[config.mk]
export PLATFORM = sky130hd
export DESIGN_NAME = gpx_expander
export DESIGN_NICKNAME = d
export VERILOG_FILES = /design/src/design/gpx_pkg.sv /design/src/design/gpx_sync.sv /design/src/design/gpx_port.sv /design/src/design/gpx_expander.sv
export VERILOG_INCLUDE_DIRS = /design/src /design/src/design
export SDC_FILE = /design/constraint.sdc
export NUM_CORES = 1
export LEC_CHECK = 0
export BUFFER_PORTS_ARGS = -buffer_cell sky130_fd_sc_hd__buf_2
export CAP_MARGIN = 40
export CORE_MARGIN = 8
export CORE_UTILIZATION = 35
export CTS_CLUSTER_DIAMETER = 200
export CTS_CLUSTER_SIZE = 8
export DETAILED_ROUTE_END_ITERATION = 7
export PLACE_DENSITY = 0.49
export SLEW_MARGIN = 0
export SYNTH_ARGS = -nofsm -noshare
export SYNTH_HDL_FRONTEND = slang
export SYNTH_SLANG_ARGS = --single-unit
[constraint.sdc]
create_clock -name ref_clk -period 3.2 [get_ports ref_clk]
set_clock_uncertainty 0.1 [all_clocks]
set_input_delay 0.16 -clock ref_clk [delete_from_list [all_inputs] [get_ports ref_clk]]
set_output_delay 0.16 -clock ref_clk [all_outputs]
set_load 0.05 [all_outputs]
[src/design/gpx_defs.svh]
// gpx_defs.svh: register codes, field kinds, reset values and bus constants
// assumes: included by bare name from every design file that needs it
`ifndef GPX_DEFS_SVH
`define GPX_DEFS_SVH

// ----------------------------------------------------------------
// register codes held in the register pointer
// ----------------------------------------------------------------
`define GPX_REG_IN0 3'h0
`define GPX_REG_IN1 3'h1
`define GPX_REG_OUT0 3'h2
`define GPX_REG_OUT1 3'h3
`define GPX_REG_INV0 3'h4
`define GPX_REG_INV1 3'h5
`define GPX_REG_DIR0 3'h6
`define GPX_REG_DIR1 3'h7

// ----------------------------------------------------------------
// register kind, pointer bits 2:1; pointer bit 0 picks the port
// ----------------------------------------------------------------
`define GPX_KIND_IN 2'h0
`define GPX_KIND_OUT 2'h1
`define GPX_KIND_INV 2'h2
`define GPX_KIND_DIR 2'h3

// ----------------------------------------------------------------
// reset values
// ----------------------------------------------------------------
`define GPX_OUT_RST 8'hff
`define GPX_INV_RST 8'h00
`define GPX_DIR_RST 8'hff
`define GPX_PTR_RST 3'h0

// ----------------------------------------------------------------
// serial bus
// ----------------------------------------------------------------
`define GPX_ADDR_HI 4'h4
`define GPX_BYTE_BITS 4'h8
`define GPX_RW_READ 1'b1

`endif

[src/design/gpx_pkg.sv]
// gpx_pkg: state types of the serial expander
// assumes: nothing beyond the defs header
package gpx_pkg;

    // ----------------------------------------------------------------
    // serial target states
    // ----------------------------------------------------------------
    typedef enum logic [3:0] {
        st_idle,
        st_addr,
        st_addr_ack,
        st_cmd,
        st_cmd_ack,
        st_wdata,
        st_wdata_ack,
        st_rdata,
        st_rdata_ack
    } gpx_state_e;

    // ----------------------------------------------------------------
    // state of the top module
    // ----------------------------------------------------------------
    typedef struct packed {
        gpx_state_e state;
        logic [3:0] bit_cnt;
        logic [7:0] shift;
        logic [2:0] pointer;
        logic rw;
        logic sda_oe;
        logic sda_val;
        logic scl_d;
        logic sda_d;
        logic alert_n;
        logic alert_oe;
    } gpx_link_s;

    // ----------------------------------------------------------------
    // state of one 8-line port
    // ----------------------------------------------------------------
    typedef struct packed {
        logic [7:0] latch;
        logic [7:0] invert;
        logic [7:0] dir;
        logic [7:0] captured;
        logic [7:0] pin_out;
        logic [7:0] pin_oe;
        logic primed;
    } gpx_port_s;

endpackage : gpx_pkg

[src/design/gpx_sync.sv]
// gpx_sync: three-stage input synchroniser with agreement filter
// assumes: inputs are asynchronous to ref_clk; output changes once stages 2 and 3 agree
`timescale 1ns/1ps

module gpx_sync #(
    parameter int W = 1,
    parameter logic [W-1:0] RST_VAL = '0
) (
    // clock and reset
    input wire logic ref_clk,
    input wire logic nrst,
    // data
    input wire logic [W-1:0] d_in,
    output logic [W-1:0] q_out
);

    typedef struct packed {
        logic [W-1:0] s1;
        logic [W-1:0] s2;
        logic [W-1:0] s3;
        logic [W-1:0] q;
    } gpx_sync_s;

    gpx_sync_s r;
    gpx_sync_s next_r;

    // ----------------------------------------------------------------
    // stage chain; stage 1 feeds stage 2 only
    // ----------------------------------------------------------------
    always_comb begin
        next_r = r;
        next_r.s1 = d_in;
        next_r.s2 = r.s1;
        next_r.s3 = r.s2;
        next_r.q = (r.s2 & ~(r.s2 ^ r.s3)) | (r.q & (r.s2 ^ r.s3));
    end

    // stages keep sampling in reset so the levels are valid at release
    always_ff @(posedge ref_clk) begin
        if (!nrst) begin
            r.s1 <= d_in;
            r.s2 <= r.s1;
            r.s3 <= r.s2;
            r.q <= (r.s2 & ~(r.s2 ^ r.s3)) | (RST_VAL & (r.s2 ^ r.s3));
        end else begin
            r <= next_r;
        end
    end

    assign q_out = r.q;

endmodule : gpx_sync

[src/design/gpx_port.sv]
// gpx_port: one 8-line port with output latch, inversion, direction and change detect
// assumes: pin levels already synchronised to ref_clk; writes are one-cycle strobes
`timescale 1ns/1ps
`include "gpx_defs.svh"

module gpx_port (
    // clock and reset
    input wire logic ref_clk,
    input wire logic nrst,
    // register access
    input wire logic wr_en,
    input wire logic [1:0] wr_kind,
    input wire logic [7:0] wr_data,
    input wire logic [1:0] rd_kind,
    output logic [7:0] rd_data,
    input wire logic read_ack,
    // pins
    input wire logic [7:0] pin_level,
    output logic [7:0] pin_out,
    output logic [7:0] pin_oe,
    // change detect
    output logic changed
);

    gpx_pkg::gpx_port_s r;
    gpx_pkg::gpx_port_s next_r;

    // ----------------------------------------------------------------
    // register writes and pin drive
    // ----------------------------------------------------------------
    always_comb begin
        next_r = r;
        if (!r.primed || read_ack) begin
            next_r.captured = pin_level;
        end
        next_r.primed = 1'b1;
        if (wr_en) begin
            case (wr_kind)
                `GPX_KIND_OUT: next_r.latch = wr_data;
                `GPX_KIND_INV: next_r.invert = wr_data;
                `GPX_KIND_DIR: next_r.dir = wr_data;
                default: next_r = next_r;
            endcase
        end
        next_r.pin_out = next_r.latch;
        next_r.pin_oe = ~next_r.dir;
    end

    always_ff @(posedge ref_clk) begin
        if (!nrst) begin
            r.latch <= `GPX_OUT_RST;
            r.invert <= `GPX_INV_RST;
            r.dir <= `GPX_DIR_RST;
            r.captured <= 8'h00;
            r.pin_out <= `GPX_OUT_RST;
            r.pin_oe <= 8'h00;
            r.primed <= 1'b0;
        end else begin
            r <= next_r;
        end
    end

    // ----------------------------------------------------------------
    // read mux and change compare
    // ----------------------------------------------------------------
    always_comb begin
        case (rd_kind)
            `GPX_KIND_IN: rd_data = pin_level ^ r.invert;
            `GPX_KIND_OUT: rd_data = r.latch;
            `GPX_KIND_INV: rd_data = r.invert;
            default: rd_data = r.dir;
        endcase
    end

    assign changed = r.primed & (|((pin_level ^ r.captured) & r.dir));
    assign pin_out = r.pin_out;
    assign pin_oe = r.pin_oe;

endmodule : gpx_port

[src/design/gpx_expander.sv]
// gpx_expander: two-wire serial target with sixteen general-purpose lines
// assumes: scl, sda, straps and port lines are asynchronous pins; the board
// resolves open-drain sda and the alert from the enables
// reset: hold nrst low for at least four clocks so the pin stages fill
`timescale 1ns/1ps
`include "gpx_defs.svh"

module gpx_expander #(
    parameter logic [3:0] ADDR_HI = `GPX_ADDR_HI
) (
    // clock and reset
    input wire logic ref_clk,
    input wire logic nrst,
    // serial bus
    input wire logic scl_in,
    input wire logic sda_in,
    output logic sda_out,
    output logic sda_oe,
    // address straps
    input wire logic addr_strap_0,
    input wire logic addr_strap_1,
    input wire logic addr_strap_2,
    // port 0 lines
    input wire logic [7:0] port_zero_lines_in,
    output logic [7:0] port_zero_lines_out,
    output logic [7:0] port_zero_lines_oe,
    // port 1 lines
    input wire logic [7:0] port_one_lines_in,
    output logic [7:0] port_one_lines_out,
    output logic [7:0] port_one_lines_oe,
    // change alert, open drain, active low
    output logic change_alert_n_out,
    output logic change_alert_n_oe
);

    // ----------------------------------------------------------------
    // pin synchronisers
    // ----------------------------------------------------------------
    localparam int SYNC_W = 21;
    localparam logic [SYNC_W-1:0] SYNC_RST = {3'h0, 2'h3, 16'h0000};

    logic [SYNC_W-1:0] sync_q;
    logic [7:0] lvl0;
    logic [7:0] lvl1;
    logic scl;
    logic sda;
    logic [2:0] strap;

    gpx_sync #(
        .W(SYNC_W),
        .RST_VAL(SYNC_RST)
    ) u_sync (
        .ref_clk(ref_clk),
        .nrst(nrst),
        .d_in({addr_strap_2, addr_strap_1, addr_strap_0, sda_in, scl_in,
               port_one_lines_in, port_zero_lines_in}),
        .q_out(sync_q)
    );

    assign lvl0 = sync_q[7:0];
    assign lvl1 = sync_q[15:8];
    assign scl = sync_q[16];
    assign sda = sync_q[17];
    assign strap = sync_q[20:18];

    // ----------------------------------------------------------------
    // ports
    // ----------------------------------------------------------------
    gpx_pkg::gpx_link_s r;
    gpx_pkg::gpx_link_s next_r;

    logic wr_en0;
    logic wr_en1;
    logic ack0;
    logic ack1;
    logic [7:0] rd0;
    logic [7:0] rd1;
    logic chg0;
    logic chg1;

    gpx_port u_port0 (
        .ref_clk(ref_clk),
        .nrst(nrst),
        .wr_en(wr_en0),
        .wr_kind(r.pointer[2:1]),
        .wr_data(r.shift),
        .rd_kind(r.pointer[2:1]),
        .rd_data(rd0),
        .read_ack(ack0),
        .pin_level(lvl0),
        .pin_out(port_zero_lines_out),
        .pin_oe(port_zero_lines_oe),
        .changed(chg0)
    );

    gpx_port u_port1 (
        .ref_clk(ref_clk),
        .nrst(nrst),
        .wr_en(wr_en1),
        .wr_kind(r.pointer[2:1]),
        .wr_data(r.shift),
        .rd_kind(r.pointer[2:1]),
        .rd_data(rd1),
        .read_ack(ack1),
        .pin_level(lvl1),
        .pin_out(port_one_lines_out),
        .pin_oe(port_one_lines_oe),
        .changed(chg1)
    );

    // ----------------------------------------------------------------
    // serial target
    // ----------------------------------------------------------------
    logic scl_rise;
    logic scl_fall;
    logic start_seen;
    logic stop_seen;
    logic is_input;
    logic byte_done;
    logic [7:0] rd_byte;
    logic wr_strobe;
    logic ack_strobe;
    logic alert_any;

    always_comb begin
        scl_rise = scl & ~r.scl_d;
        scl_fall = ~scl & r.scl_d;
        start_seen = r.scl_d & scl & r.sda_d & ~sda;
        stop_seen = r.scl_d & scl & ~r.sda_d & sda;
        is_input = (r.pointer[2:1] == `GPX_KIND_IN);
        byte_done = (r.bit_cnt == `GPX_BYTE_BITS);
        if (!r.pointer[0]) begin
            rd_byte = rd0;
        end else begin
            rd_byte = rd1;
        end
    end

    // ----------------------------------------------------------------
    // register decode; pointer bit 0 picks the port
    // ----------------------------------------------------------------
    always_comb begin
        wr_en0 = 1'b0;
        wr_en1 = 1'b0;
        ack0 = 1'b0;
        ack1 = 1'b0;
        if (is_input) begin
            ack0 = ack_strobe && !r.pointer[0];
            ack1 = ack_strobe && r.pointer[0];
        end else if (!r.pointer[0]) begin
            wr_en0 = wr_strobe;
        end else begin
            wr_en1 = wr_strobe;
        end
    end

    // ----------------------------------------------------------------
    // change alert
    // ----------------------------------------------------------------
    assign alert_any = chg0 | chg1;

    always_comb begin
        next_r = r;
        wr_strobe = 1'b0;
        ack_strobe = 1'b0;
        next_r.scl_d = scl;
        next_r.sda_d = sda;
        next_r.sda_val = 1'b0;
        if (start_seen) begin
            next_r.state = gpx_pkg::st_addr;
            next_r.bit_cnt = 4'h0;
            next_r.sda_oe = 1'b0;
        end else if (stop_seen) begin
            next_r.state = gpx_pkg::st_idle;
            next_r.sda_oe = 1'b0;
        end else begin
            case (r.state)
                gpx_pkg::st_addr, gpx_pkg::st_cmd, gpx_pkg::st_wdata: begin
                    if (scl_rise) begin
                        next_r.shift = {r.shift[6:0], sda};
                        next_r.bit_cnt = r.bit_cnt + 4'h1;
                    end else if (scl_fall && byte_done) begin
                        next_r.sda_oe = 1'b1;
                        if (r.state == gpx_pkg::st_addr) begin
                            if (r.shift[7:1] == {ADDR_HI, strap}) begin
                                next_r.rw = r.shift[0];
                                next_r.state = gpx_pkg::st_addr_ack;
                            end else begin
                                next_r.sda_oe = 1'b0;
                                next_r.state = gpx_pkg::st_idle;
                            end
                        end else if (r.state == gpx_pkg::st_cmd) begin
                            next_r.pointer = r.shift[2:0];
                            next_r.state = gpx_pkg::st_cmd_ack;
                        end else begin
                            wr_strobe = 1'b1;
                            next_r.pointer = {r.pointer[2:1], ~r.pointer[0]};
                            next_r.state = gpx_pkg::st_wdata_ack;
                        end
                    end
                end
                gpx_pkg::st_addr_ack: begin
                    if (scl_fall) begin
                        next_r.bit_cnt = 4'h0;
                        if (r.rw == `GPX_RW_READ) begin
                            next_r.shift = rd_byte;
                            next_r.sda_oe = ~rd_byte[7];
                            next_r.state = gpx_pkg::st_rdata;
                        end else begin
                            next_r.sda_oe = 1'b0;
                            next_r.state = gpx_pkg::st_cmd;
                        end
                    end
                end
                gpx_pkg::st_cmd_ack, gpx_pkg::st_wdata_ack: begin
                    if (scl_fall) begin
                        next_r.bit_cnt = 4'h0;
                        next_r.sda_oe = 1'b0;
                        next_r.state = gpx_pkg::st_wdata;
                    end
                end
                gpx_pkg::st_rdata: begin
                    if (scl_rise) begin
                        next_r.bit_cnt = r.bit_cnt + 4'h1;
                    end else if (scl_fall) begin
                        if (byte_done) begin
                            next_r.sda_oe = 1'b0;
                            next_r.state = gpx_pkg::st_rdata_ack;
                        end else begin
                            next_r.shift = {r.shift[6:0], 1'b0};
                            next_r.sda_oe = ~r.shift[6];
                        end
                    end
                end
                gpx_pkg::st_rdata_ack: begin
                    if (scl_rise) begin
                        ack_strobe = 1'b1;
                        next_r.pointer = {r.pointer[2:1], ~r.pointer[0]};
                        if (sda) begin
                            next_r.state = gpx_pkg::st_idle;
                        end
                    end else if (scl_fall) begin
                        next_r.bit_cnt = 4'h0;
                        next_r.shift = rd_byte;
                        next_r.sda_oe = ~rd_byte[7];
                        next_r.state = gpx_pkg::st_rdata;
                    end
                end
                default: begin
                    next_r.sda_oe = 1'b0;
                end
            endcase
        end
        next_r.alert_oe = alert_any;
        next_r.alert_n = ~alert_any;
    end

    always_ff @(posedge ref_clk) begin
        if (!nrst) begin
            r.state <= gpx_pkg::st_idle;
            r.bit_cnt <= 4'h0;
            r.shift <= 8'h00;
            r.pointer <= `GPX_PTR_RST;
            r.rw <= 1'b0;
            r.sda_oe <= 1'b0;
            r.sda_val <= 1'b0;
            r.scl_d <= 1'b1;
            r.sda_d <= 1'b1;
            r.alert_n <= 1'b1;
            r.alert_oe <= 1'b0;
        end else begin
            r <= next_r;
        end
    end

    // ----------------------------------------------------------------
    // outputs
    // ----------------------------------------------------------------
    assign sda_out = r.sda_val;
    assign sda_oe = r.sda_oe;
    assign change_alert_n_out = r.alert_n;
    assign change_alert_n_oe = r.alert_oe;

endmodule : gpx_expander

-- After elaboration in Yosys (flattened, before gate mapping)
Cells that the tools add are included.
- bits in registers: 192
- bits in latches: 0
- bits in writable memories: 0
- bits in read-only memories: 0
- input port bits: 23
- output and inout port bits: 36
- logic and storage cells: 214
- memories kept: 0
- add/subtract/negate cells: 1
- multipliers: 0
- div/mod/pow operators: 0
- order comparisons: 0
- eq/ne operators: 39
- shifts and indexed selects: 0
- mux-type cells: 76
- bitwise gates (word level): 38
- reduce and logical (&&, ||, !) cells: 31
- operators by type and width (kind ; number):
    2-to-1 mux 8 bit ; 12
    2-to-1 mux 16 bit ; 5
    2-to-1 mux 49 bit ; 1
    case mux 8 bit (3 select lines) ; 2
    AND 21 bit ; 2
    case mux 8 bit (5 select lines) ; 1
    2-to-1 mux 4 bit ; 9
    2-to-1 mux 33 bit ; 1
    != test 4 bit, second input constant ; 8
    case mux 8 bit (4 select lines) ; 1
    bitwise XOR 8 bit ; 4
    2-to-1 mux 1 bit ; 30
    != test 2 bit, second input constant ; 15
    2-to-1 mux 12 bit ; 2
    AND reduction 8 bit ; 3
    2-to-1 mux 21 bit ; 1
    inverter 21 bit ; 1
    bitwise OR 21 x 18 -> 21 bit ; 1
    bitwise OR 21 bit ; 1
    bitwise XOR 21 bit ; 1
    AND reduction 10 bit ; 2
    AND 8 bit ; 2
    == test 4 x 3 -> 1 bit, second input constant ; 4
    inverter 8 bit ; 2
    32 further kinds ; 74

-- Logic depth before layout (Yosys ltp)
- depth after elaboration: 12
- mapped depth: 10
- depth with buffers taken out: 8

-- Cells and area by module
From an unflattened synthesis, not the netlist that was laid out.
- cells, all modules: 857
- area, all modules: 8723.4 um^2
- by module, submodules not included (module ; instances ; cells each ; area each (um^2) ; seq. area each (um^2)):
    gpx_port ; 2 ; 198 ; 1979.4 ; 820.8
    gpx_sync ; 1 ; 219 ; 2801.4 ; 1891.8
    gpx_expander ; 1 ; 242 ; 1963.1 ; 500.5

-- Worst setup path after synthesis
OpenSTA, ideal clock, no wires.
- kind: flip-flop to flip-flop
- start point: reg (tool-made name)
- end point: reg u_port1.r[42] in the netlist's numbering
- library setup time: 0.129 ns
- arrival time: 2.189 ns
- data required time: 2.971 ns
- path slack: 0.781 ns
- cell stages (with the launch flop): 9
- buffers on the path: 1
- clock period less this slack: 2.419 ns
- cells stage by stage: edfxtp_1 -> ha_1 -> buf_2 -> nand2b_1 -> nor2_2 -> nand4_1 -> nor3_2 -> mux2i_1 -> nand2_1
- RTL lines (what ; line ; source):
    end signal: assignment ; gpx_port.sv:59 ; r <= next_r;
    end: declaration ; gpx_port.sv:25 ; gpx_pkg::gpx_port_s r;

==> flow_metrics.py <==
metrics = {
    "run_status": {
        "status": "finished clean",
    },
    "final_layout": {
        "fin_nets": 910,
        "final_common_cell": "dfxtp_1",
        "antenna_cells": 0,
        "final.fill_count": 2302,
        "fin_util_pct": 40.6,
        "area_growth_pct": 15.4,
        "final_area_sq_um": 9410,
        "seqCellArea_sq_um": 4010,
        "multiInputGateArea_sq_um": 3630,
        "drive_gt1_share_pct": 15.0,
        "final_cell_mix": "169 x dfxtp_1, 81 x mux2i_1, 77 x nand2_1",
        "finalNonFillerCells": 1192,
    },
    "worst_setup_path": {
        "critPathBufInv": 0,
        "crit_type": "flop to flop",
        "reg2reg_to": "u_port0.pin_oe[3]",
        "endpoint": "u_port0.pin_oe[3]",
        "cp.depth": 7,
        "crit_family": "simple AND/OR/NAND/NOR gates",
        "crit_required_ps": 3430,
        "cp-start-kind": "flop",
        "cp_cell_sequence": "ha_1 -> nand2b_1 -> nor2_2 -> nand4_1 -> or3_1 -> mux2i_1 -> and2_1",
        "max_stage_delay_ps": 710,
        "cpMaxStageDelayCell": "or3_1",
        "reg2reg_slack_ps": 520,
        "crit_path_end_kind": "flop",
        "r2r_cells": 7,
        "arrival_ps": 2910,
        "path_max_fanout": 9,
    },
    "clock_tree": {
        "cts_tree": "yes",
        "cts_root_buf": "clkbuf_16",
        "h-tree-depth": 4,
        "cts_buffers": 17,
        "cts_sinks": 190,
        "worstSkewPairLatency_ps": 440,
        "cts_buffer_depth": 2,
        "clk_pin_slew_ps": 70,
        "postCtsSetupRepairBufs": 0,
        "ctsHoldBuffers": 22,
        "cts-resized-gates": 0,
    },
    "floorplanning": {
        "die_h_microns": 169,
        "rows": 56,
        "fp.dieArea_sq_um": 28400,
        "pin_count": 59,
        "coreArea_sq_um": 23200,
        "initial_core_util_pct": 35.1,
        "die_width_microns": 169,
    },
    "timing": {
        "fin_crit_ps": 2680,
        "slew_viol_final": 0,
        "fin_ws_ps": 519,
        "rsz0062_at_grt": "no",
        "tightest_slew_ps": 700,
        "finalSetupViolations": 0,
        "final_hold_viol_count": 0,
        "slew_headroom_pct": 53.3,
        "timing.final.crit_share_pct": 83.8,
        "tns_ps": 0,
        "whs_ps": 228,
        "fmax_mhz": 373,
    },
    "placement": {
        "dp_hpwl_mm": 14.0,
        "gp_congestion": 0.855,
        "numPortBuffers": 57,
        "post_dp_cell_area_sq_um": 8610,
        "post-place-ws_ps": 539,
        "placed_cells": 1139,
    },
    "run": {
        "drv_cap": 0,
    },
    "power": {
        "power_density_nw_per_um2": 621,
        "leakagePower_nw": 3.80,
        "vdd_drop_max_mv": 0.262,
        "power_mw": 5.85,
    },
    "global_routing": {
        "grt_pass1_vias": 5487,
        "grt_first_pass_wirelength_mm": 30.8,
        "antenna_found_initial": 0,
        "grt_usage_pct": 13.9,
        "grt_max_degree": 52,
        "grt_overflow": 0,
    },
    "logic_synthesis": {
        "synth_edf_count": 21,
        "synth_warnings": 0,
        "synthTopCellsByArea": "dfxtp_1 42%, mux2i_1 9.9%, edfxtp_1 7.7%",
        "synth_top_area_share_pct": 41.5,
        "syn_area_sq_um": 8150,
        "ys_async_sr_fraction_pct": 0,
        "synth_cell_types": 62,
        "syn_area_per_cell_sq_um": 9.95,
        "ys_seq_elements": 190,
        "yosys.area.top_type": "dfxtp_1",
        "synth_nets": 868,
        "syn_inst": 819,
        "synth_top_flop_cell": "dfxtp_1",
        "yosysSeqAreaShare_pct": 49.2,
    },
    "routing": {
        "drt_iter0_drc": 275,
        "antenna_left": 0,
        "dr.pass1.iters": 4,
        "remaining_drc_errors": 0,
        "dr_total_vias": 5661,
        "routed_wl_mm": 19.5,
        "vias_per_cell": 4.75,
        "wire_per_inst_microns": 16.4,
    },
    "hold_path": {
        "holdCritStartpoint": "u_sync.next_r[43]",
        "min_path_type": "flop to flop",
    },
}
logic make-up (layout without fill, tap and decap cells):
| logic type | count (synthesis) | in the layout | synth area share [%] |
|---|---|---|---|
| xor+xnor | 33 | 33 | 3.55 |
| simple gates | 250 | 250 | 15.2 |
| mux | 81 | 81 | 9.95 |
| compound gates | 139 | 139 | 11.8 |
| other cells | 1 | 1 | 0.0460 |
| flops | 190 | 190 | 49.2 |
| fa+ha+maj | 26 | 26 | 3.99 |
| buf+inv | 99 | 153 | 6.23 |
worst min path at each step:
stage	end	slack [ps]	cells past startpoint
floorplan	u_port0.r[0]	90	0
global placement	u_sync.next_r[51]	160	1
detailed placement	u_sync.next_r[45]	160	1
CTS	u_sync.next_r[34]	230	0
global route	u_sync.next_r[50]	230	2
finish	u_sync.next_r[22]	230	0
layer usage:
metal	global-route usage, %	vias up	routed length (microns)
li1	-	2895	-
met1	18.6	2648	9590
met2	21.5	94	8750
met3	3.24	24	788
met4	5.20	0	359
met5	0	-	0
cells in the mapped netlist, types with 11 or more instances:
cell / number
buf_4: 33
inv_1: 14
xor2_1: 18
nand3_1: 11
mux2i_1: 81
clkbuf_1: 38
o211ai_1: 12
a22o_1: 19
edfxtp_1: 21
nand2b_1: 25
xnor2_1: 15
a21oi_1: 30
a22oi_1: 12
dfxtp_1: 169
o21ai_0: 26
and2_1: 18
nor2_1: 74
ha_1: 26
nand2_1: 77
where the power goes:
group          total (mW)  switching [mW]  internal, mW
Clock                2.10            1.00          1.10
Sequential           2.72           0.166          2.56
Combinational        1.03           0.599         0.426
layout make-up:
cell class | count | area share (%)
multi-input combinational | 530 | 38.6
inverter | 15 | 0.598
timing repair buffer | 107 | 7.74
tap | 319 | 4.24
sequential | 190 | 42.7
clock buffer | 19 | 4.93
clock inverter | 12 | 1.26
No activity file was read; power rests on OpenSTA's default activity.
